===== src/hdl/timer_counter_contacts_consts.svh =====
// constants for the timer counter and contact block
`ifndef TIMER_COUNTER_CONTACTS_CONSTS_SVH
`define TIMER_COUNTER_CONTACTS_CONSTS_SVH

// timing
`define CLOCK_FREQ_KHZ    125000
`define TICK_PERIOD_MS    10
`define TICK_CYCLES       (`CLOCK_FREQ_KHZ * `TICK_PERIOD_MS)
`define DIV_WIDTH         24

// sizes
`define COUNT_WIDTH       31
`define NUM_COUNTERS      8
`define ADDR_WIDTH        8
`define DATA_WIDTH        32

// byte offsets
`define OFS_COUNT_BASE    8'h00
`define OFS_CONTACT_BITS  8'h20
`define OFS_CONTACT_WORD  8'h24
`define OFS_COMMAND       8'h28
`define OFS_DURATION      8'h2C
`define OFS_STATUS        8'h30
`define OFS_MASK          8'h34
`define OFS_MODE          8'h38

// command word fields
`define CMD_INDEX_LSB     0
`define CMD_INDEX_WIDTH   3
`define CMD_OP_LSB        4
`define CMD_OP_WIDTH      2

// reset values
`define CONTACT_RESET     8'h00
`define MASK_RESET        8'h00
`define STATUS_RESET      8'h00
`define DURATION_RESET    31'h00000000
`define COUNT_RESET       31'h00000000

`endif


===== src/hdl/timer_counter_contacts_pkg.sv =====
// types shared by the timer counter and contact block
`include "timer_counter_contacts_consts.svh"

package timer_counter_contacts_pkg;

    // instruction codes carried in the command word
    typedef enum logic [1:0] {
        op_timer_set  = 2'h0,
        op_delay_on   = 2'h1,
        op_delay_off  = 2'h2,
        op_timer_stop = 2'h3
    } op_type;

    // counter mode, gray along free -> timing -> halted
    typedef enum logic [1:0] {
        mode_free   = 2'h0,
        mode_timing = 2'h1,
        mode_halted = 2'h3
    } mode_type;

    // register port request
    typedef struct packed {
        logic [`ADDR_WIDTH-1:0] addr;
        logic [`DATA_WIDTH-1:0] wdata;
        logic                   write;
        logic                   read;
    } bus_req_type;

    // per counter control strobes
    typedef struct packed {
        logic                    start;
        logic                    stop;
        logic                    clear;
        logic [`COUNT_WIDTH-1:0] terminal;
    } slice_ctrl_type;

    // per counter state
    typedef struct packed {
        mode_type                mode;
        logic                    contact;
        logic [`COUNT_WIDTH-1:0] count;
        logic [`COUNT_WIDTH-1:0] terminal;
    } slice_state_type;

    // top level state
    typedef struct packed {
        logic [`DIV_WIDTH-1:0]    tick_div;
        logic [`COUNT_WIDTH-1:0]  duration;
        logic [`NUM_COUNTERS-1:0] status;
        logic [`NUM_COUNTERS-1:0] mask;
        logic [`DATA_WIDTH-1:0]   rdata;
    } top_state_type;

endpackage : timer_counter_contacts_pkg


===== src/hdl/tick_counter_slice.sv =====
// one tick counter with its expiry contact
`timescale 1ns/1ns
`include "timer_counter_contacts_consts.svh"

module tick_counter_slice (
    input  wire logic                                    clock,
    input  wire logic                                    arst_n,
    input  wire logic                                    enable,
    input  wire logic                                    tick,
    input  wire timer_counter_contacts_pkg::slice_ctrl_type ctrl,
    output logic [`COUNT_WIDTH-1:0]                      count,
    output logic                                         contact,
    output logic                                         contact_mode,
    output logic                                         expired
);
    import timer_counter_contacts_pkg::*;

    slice_state_type state;       // registered state
    slice_state_type next_state;  // next value

    // -------------------------------------------------
    // next state
    // -------------------------------------------------
    always_comb begin
        next_state = state;
        expired    = 1'b0;
        if (ctrl.start) begin
            // timed start: zero, arm, contact off
            next_state.mode     = mode_timing;
            next_state.count    = `COUNT_RESET;
            next_state.contact  = 1'b0;
            next_state.terminal = ctrl.terminal;
        end else if (ctrl.stop) begin
            // stop: zero, back to free run, contact kept
            next_state.mode  = mode_free;
            next_state.count = `COUNT_RESET;
        end else if (ctrl.clear) begin
            // software clear of the count
            next_state.count = `COUNT_RESET;
            if (state.mode != mode_free) begin
                next_state.mode    = mode_timing;
                next_state.contact = 1'b0;
            end
        end else begin
            case (state.mode)
                mode_free: begin
                    // free run, contact untouched
                    if (tick) begin
                        next_state.count = state.count + 1'b1;
                    end
                end
                mode_timing: begin
                    if (state.count >= state.terminal) begin
                        // halt and switch contact on
                        next_state.mode    = mode_halted;
                        next_state.contact = 1'b1;
                        expired            = 1'b1;
                    end else if (tick) begin
                        next_state.count = state.count + 1'b1;
                    end
                end
                mode_halted: begin
                    // hold count and contact
                    next_state.count = state.count;
                end
                default: begin
                    next_state.mode = mode_free;
                end
            endcase
        end
    end

    // -------------------------------------------------
    // state register
    // -------------------------------------------------
    always_ff @(posedge clock or negedge arst_n) begin
        if (!arst_n) begin
            state <= '0;
        end else if (enable) begin
            state <= next_state;
        end
    end

    assign count        = state.count;
    assign contact      = state.contact;
    assign contact_mode = (state.mode != mode_free);

endmodule : tick_counter_slice


===== src/hdl/timer_counter_contacts.sv =====
// eight tick counters with expiry contacts and register port
//
// Overview of operation
// - each counter free-runs 31 bits per tick
// - all counters start together at startup
// - timed start puts counter in contact mode
// - contact mode zeroes, counts, halts at terminal
// - stop zeroes counter, returns to free run
// - contact changes only on its timed instructions, at its halt and on a clear in contact mode
// - contact off when its counter zeroed by a timed start or by a clear in contact mode
// - contact on when counter halts
// - contact holds while counter free-runs
// - contacts readable as one word, reset zero
// - writing zero to counter clears it
`timescale 1ns/1ns
`include "timer_counter_contacts_consts.svh"

module timer_counter_contacts #(
    parameter int TICK_CYCLES = `TICK_CYCLES  // clocks per 10 ms tick
) (
    input  wire logic                                 clock,
    input  wire logic                                 arst_n,
    input  wire logic                                 enable,
    input  wire timer_counter_contacts_pkg::bus_req_type bus_req,
    output logic [`DATA_WIDTH-1:0]                    rdata,
    output logic [`NUM_COUNTERS-1:0]                  expiry_contact,
    output logic [15:0]                               packed_contact_word,
    output logic                                      irq
);
    import timer_counter_contacts_pkg::*;

    // -------------------------------------------------
    // constants
    // -------------------------------------------------
    localparam logic [`DIV_WIDTH-1:0] DIV_LAST =
        `DIV_WIDTH'(TICK_CYCLES - 1);       // last divider value
    localparam int NC = `NUM_COUNTERS;      // counter count

    // -------------------------------------------------
    // declarations
    // -------------------------------------------------
    top_state_type        state;            // registered state
    top_state_type        next_state;       // next value
    logic                 tick;             // one cycle per 10 ms
    slice_ctrl_type       ctrl [NC];        // per counter strobes
    logic [`COUNT_WIDTH-1:0] count [NC];    // counter values
    logic [NC-1:0]        contact;          // contact outputs
    logic [NC-1:0]        contact_mode;     // counter in contact mode
    logic [NC-1:0]        expired;          // halt events
    logic                 cmd_write;        // command word written
    logic [`CMD_INDEX_WIDTH-1:0] cmd_index; // addressed counter
    op_type               cmd_op;           // requested instruction
    logic                 count_sel;        // address hits a counter
    logic [`CMD_INDEX_WIDTH-1:0] count_idx; // counter under address
    logic [`DATA_WIDTH-1:0] read_value;     // read mux output

    // -------------------------------------------------
    // tick generator
    // -------------------------------------------------
    // divider and counters leave reset in the same
    // cycle, so all counters share one tick phase
    assign tick = (state.tick_div == DIV_LAST);

    // -------------------------------------------------
    // address decode
    // -------------------------------------------------
    // counters occupy one word each from the base
    assign count_sel = (bus_req.addr[7:5] == 3'h0) &&
                       (bus_req.addr[1:0] == 2'h0);
    assign count_idx = bus_req.addr[4:2];

    // command word fields
    assign cmd_write = bus_req.write &&
                       (bus_req.addr == `OFS_COMMAND);
    assign cmd_index = bus_req.wdata[`CMD_INDEX_LSB +: `CMD_INDEX_WIDTH];
    assign cmd_op    = op_type'(bus_req.wdata[`CMD_OP_LSB +: `CMD_OP_WIDTH]);

    // -------------------------------------------------
    // counter control strobes
    // -------------------------------------------------
    always_comb begin
        for (int k = 0; k < NC; k++) begin
            ctrl[k].start    = 1'b0;
            ctrl[k].stop     = 1'b0;
            ctrl[k].clear    = 1'b0;
            // duration in hundredths equals ticks
            ctrl[k].terminal = state.duration;
            if (cmd_write && (cmd_index == k[`CMD_INDEX_WIDTH-1:0])) begin
                case (cmd_op)
                    op_timer_set,
                    op_delay_on,
                    op_delay_off: begin
                        // a timed instruction, or a zero write in contact mode, moves a contact
                        ctrl[k].start = 1'b1;
                    end
                    op_timer_stop: begin
                        ctrl[k].stop = 1'b1;
                    end
                    default: begin
                        ctrl[k].stop = 1'b0;
                    end
                endcase
            end
            // zero written to a counter word clears it
            if (bus_req.write && count_sel &&
                (count_idx == k[`CMD_INDEX_WIDTH-1:0]) &&
                (bus_req.wdata == '0)) begin
                ctrl[k].clear = 1'b1;
            end
        end
    end

    // -------------------------------------------------
    // counter slices
    // -------------------------------------------------
    for (genvar g = 0; g < NC; g++) begin : g_slice
        tick_counter_slice u_slice (
            .clock        (clock),
            .arst_n       (arst_n),
            .enable       (enable),
            .tick         (tick),
            .ctrl         (ctrl[g]),
            .count        (count[g]),
            .contact      (contact[g]),
            .contact_mode (contact_mode[g]),
            .expired      (expired[g])
        );
    end

    // -------------------------------------------------
    // read mux
    // -------------------------------------------------
    always_comb begin
        read_value = '0;
        if (count_sel) begin
            // counter value, top bit reads zero
            read_value = {1'b0, count[count_idx]};
        end else begin
            case (bus_req.addr)
                `OFS_CONTACT_BITS: begin
                    read_value = {24'h000000, contact};
                end
                `OFS_CONTACT_WORD: begin
                    read_value = {16'h0000, packed_contact_word};
                end
                `OFS_DURATION: begin
                    read_value = {1'b0, state.duration};
                end
                `OFS_STATUS: begin
                    read_value = {24'h000000, state.status};
                end
                `OFS_MASK: begin
                    read_value = {24'h000000, state.mask};
                end
                `OFS_MODE: begin
                    read_value = {24'h000000, contact_mode};
                end
                default: begin
                    // unmapped and write-only read as zero
                    read_value = '0;
                end
            endcase
        end
    end

    // -------------------------------------------------
    // next state
    // -------------------------------------------------
    always_comb begin
        next_state = state;

        // divider wraps once per tick
        if (tick) begin
            next_state.tick_div = '0;
        end else begin
            next_state.tick_div = state.tick_div + 1'b1;
        end

        // duration and mask registers
        if (bus_req.write) begin
            case (bus_req.addr)
                `OFS_DURATION: begin
                    next_state.duration = bus_req.wdata[`COUNT_WIDTH-1:0];
                end
                `OFS_MASK: begin
                    next_state.mask = bus_req.wdata[NC-1:0];
                end
                default: begin
                    next_state.mask = state.mask;
                end
            endcase
        end

        // status: read clears, a new event wins
        if (bus_req.read && (bus_req.addr == `OFS_STATUS)) begin
            next_state.status = expired;
        end else begin
            next_state.status = state.status | expired;
        end

        // read data valid only in the cycle after a read
        if (bus_req.read) begin
            next_state.rdata = read_value;
        end else begin
            next_state.rdata = '0;
        end
    end

    // -------------------------------------------------
    // state register
    // -------------------------------------------------
    always_ff @(posedge clock or negedge arst_n) begin
        if (!arst_n) begin
            state.tick_div <= '0;
            state.duration <= `DURATION_RESET;
            state.status   <= `STATUS_RESET;
            state.mask     <= `MASK_RESET;
            state.rdata    <= '0;
        end else if (enable) begin
            state <= next_state;
        end
    end

    // -------------------------------------------------
    // outputs
    // -------------------------------------------------
    assign rdata               = state.rdata;
    assign expiry_contact      = contact;
    assign packed_contact_word = {8'h00, contact};
    assign irq                 = |(state.status & state.mask);

endmodule : timer_counter_contacts


===== config.mk =====
export PLATFORM = sky130hd
export DESIGN_NAME = timer_counter_contacts
export DESIGN_NICKNAME = d
export VERILOG_FILES = /design/src/hdl/timer_counter_contacts_pkg.sv /design/src/hdl/tick_counter_slice.sv /design/src/hdl/timer_counter_contacts.sv
export VERILOG_INCLUDE_DIRS = /design/src /design/src/hdl
export SDC_FILE = /design/constraint.sdc
export NUM_CORES = 2
export LEC_CHECK = 0
export BUFFER_PORTS_ARGS = -buffer_cell sky130_fd_sc_hd__buf_2
export CAP_MARGIN = 10
export CORE_AREA = 5 5 314 316
export DETAILED_ROUTE_END_ITERATION = 16
export DIE_AREA = 0 0 319 321
export PLACE_DENSITY_LB_ADDON = 0.05
export SETUP_SLACK_MARGIN = 0.1
export SYNTH_ARGS = -nofsm -noshare
export SYNTH_HDL_FRONTEND = slang
export SYNTH_SLANG_ARGS = --single-unit

===== constraint.sdc =====
create_clock -name clock -period 5.6 [get_ports clock]
set_input_delay 0.84 -clock clock [delete_from_list [all_inputs] [get_ports clock]]
set_output_delay 0.84 -clock clock [all_outputs]
set_load 0.05 [all_outputs]

==> impl_metrics.toml <==
[floorplanning]
die_x_um = 319
rows = 114
initial_core_util_pct = 39.6
coreArea_mm2 = 0.0957
die_area_mm2 = 0.102
pin_count = 102
die_h_um = 321

[placed_design]
place_congestion = 0.854
placed_cells = 5101
placed_cell_area_mm2 = 0.0395
io_buffer_count = 92
dp_hpwl_um = 97000

[logic_synthesis]
synth_top_family_by_area = "simple AND/OR/NAND/NOR gates"
synth.mux.area_fraction_pct = 10.7
synth_fa_ha_area_share_pct = 9.01
synth_cell_type_count = 98
synth_flop_cell = "dfrtp_1"
ys_ff_latch = 622
synthTopCellsByArea = "dfrtp_1 41%, ha_1 9.0%, mux2_2 5.9%"
synth-edff-count = 0
synthesis.area_mm2 = 0.0379
yosysWarnings = 0
synth-async-reset-ratio_pct = 100
yosysTopAreaCell = "dfrtp_1"
syn_inst = 3909
yosys.area_share.simple_pct = 16.6
ys_seq_area_share_pct = 41.1
synth_compound_area_share_pct = 15.4
synth_top_area_share_pct = 41.1
syn_avg_cell_area_um2 = 9.70
synth-xor-area-share_pct = 1.11

[layout]
area_growth_pct = 11.1
n_antenna_cell = 0
final_nets = 4223
final_area_mm2 = 0.0421
drive_above_1_share_pct = 15.5
layout.cells.non_filler = 5235

[worst_setup_path]
setup.worst_path.end_class = "register"
reg2reg_slack_ns = 1.49
worstRegToRegCells = 10
cp.required_ns = 6.16
critPathMaxFanout = 33
arrival_ns = 4.69
start_kind = "primary input"
critical_path_class = "primary input to register"
r2r-start = "g_slice[1].u_slice.count[28]"
reg2reg_to = "g_slice[1].u_slice.count[19]"

[timing]
finalSetupTns_ns = 0
final_max_slew_viol_count = 0
finalSetupViolCount = 0
rsz0062_at_grt = "false"
clock.fmax_mhz = 242
clock-skew-final_ns = 0.0199
timing.final.crit_share_pct = 73.7
slew_headroom_pct = 22.2
hold_violations = 0
worst_slew_pin_slew_ns = 1.17
finalCriticalPeriod_ns = 4.13

[run_status]
status = "completed"

[job]
drv_cap = 0

[clock_network]
cts_buffers = 78
clockBufferDepth = 3
clock_sinks = 622
cts_tree = "built"
htree_levels = 3
insertion_delay_ns = 0.64
cts.clk_slew.worst_paths_ns = 0.06
cts_setup_buffers = 0
ctsRootBufferMaster = "clkbuf_16"
cts_resized = 0
ctsHoldBuffers = 0

[global_routing]
overflow = 0
antenna_found_initial = 7
grt_max_degree = 114
grt_pass1_wl_um = 196000
grt_util_all_layers_pct = 25.0
grt_pass1_vias = 29400

[routing]
wire_per_inst_um = 24.8
drt_iter0_drc = 2282
dr_total_vias = 30200
drt_wl_total_um = 130000
postRouteAntennaNets = 0
first_pass_iters = 6
routed_via_density = 5.78
drc = 0

[pwr]
powerDensity_mw_per_mm2 = 254
ir_drop_v = 0.000217
power_w = 0.0107
power_leakage_nw = 19.1

[worst_hold_path]
hp-class = "primary input to asynchronous set/reset pin"
==> where the power goes <==
group / switching (W) / total, W / internal, W
Clock: 0.00205 / 0.00521 / 0.00316
Combinational: 0.000550 / 0.000773 / 0.000222
Sequential: 0.000132 / 0.00470 / 0.00457
Total: 0.00273 / 0.0107 / 0.00795
==> cells by family after synthesis <==
logic type      Yosys count
flops                   622
other cells               1
buf+inv                 556
compound gates          923
fa+ha+maj               273
simple gates           1184
mux                     302
xor+xnor                 48
==> critical path, cell delays in order <==
cell,delay [ns]
buf_2,0.11
nor4_2,0.88
nand2b_1,0.11
buf_4,0.32
nor3_2,0.58
a21o_2,0.37
nand2_1,0.12
o31a_1,0.45
buf_4,0.36
or3_1,0.36
a21oi_1,0.14
==> metrics by stage <==
| stage | util [%] | worst slack, ns | hold WS, ns |
|---|---|---|---|
| after floorplan | - | 2.45 | 0.447 |
| after global placement | 41.3 | 0.978 | 0.464 |
| after detailed placement | 41.3 | 0.934 | 0.466 |
| after CTS | 44.0 | 1.47 | 0.222 |
| after global routing | 44.0 | 1.14 | 0.250 |
| final | 44.0 | 1.47 | 0.207 |
==> how the worst max path moves through the flow <==
| stage | start | cells past startpoint | end |
|---|---|---|---|
| after detailed placement | bus_req[40] | 11 | g_slice[1].u_slice.count[24] |
| after CTS | g_slice[1].u_slice.count[18] | 10 | g_slice[1].u_slice.count[30] |
| after global routing | g_slice[1].u_slice.count[28] | 10 | g_slice[1].u_slice.count[25] |
| final | bus_req[40] | 11 | g_slice[1].u_slice.count[30] |
| after floorplan | bus_req[40] | 9 | g_slice[0].u_slice.count[29] |
| after global placement | bus_req[40] | 11 | g_slice[1].u_slice.count[24] |
==> placed cells by master (no fill, tap or decap), types with 52 or more instances in the layout <==
| master | synthesis | routed |
|---|---|---|
| a21oi_1 | 287 | 286 |
| and3_1 | 62 | 62 |
| buf_2 | 14 | 89 |
| buf_4 | 58 | 61 |
| clkbuf_16 | 0 | 81 |
| dfrtp_1 | 622 | 622 |
| ha_1 | 273 | 273 |
| inv_1 | 303 | 303 |
| mux2_2 | 200 | 200 |
| mux4_2 | 62 | 62 |
| nand2_1 | 418 | 417 |
| nand2b_1 | 60 | 60 |
| nand3_1 | 131 | 130 |
| nand4_1 | 84 | 84 |
| nor2_1 | 127 | 122 |
| o21ai_0 | 263 | 263 |
| o31ai_1 | 65 | 65 |
| or3_1 | 61 | 61 |
| or4_1 | 52 | 52 |
==> flip-flops by register name (all words and copies together), names as in the netlist <==
signal	flops
rdata	31
ctrl	31
g_slice.u_slice.contact	8
g_slice.u_slice.count	248
g_slice.u_slice.state	264
state	40
==> per-layer routing <==
layer	GRT usage [%]	wire length, um	vias to the layer above
met5	0	0	-
met1	35.3	59100	15200
met4	6.36	3550	0
li1	-	-	14200
met2	40.9	60800	742
met3	3.59	6390	157
==> synthesized netlist by cell type, drive strengths merged, types with 11 or more instances <==
cell type  number
mux2          200
o2bb2ai        32
o21ai         267
o311ai         20
o211ai         42
and4           31
a211oi         13
mux2i          40
nor3b          14
nand3         131
nand4          87
inv           304
a31oi          16
o21a           17
a21oi         289
a2111oi        11
clkbuf        141
buf           110
nor2b          14
and2           25
a21o           32
nor4           34
nor2          132
or4            53
nand2b         60
dfrtp         622
nor3           35
or3            61
xor2           14
nand2         420
o31ai          66
and3           62
xnor2          34
ha            273
a22o           11
o41ai          21
mux4           62
==> cell type report <==
cell class,count,area (um^2)
fillers,9251,53600
multi-input cells,2739,20100
flip-flops and latches,622,15600
clock buffers,120,2400
well taps,1276,1600
inverters,305,1150
repair buffers,159,1080
clock inverters,14,198
Power figures use the tool's default switching activity.
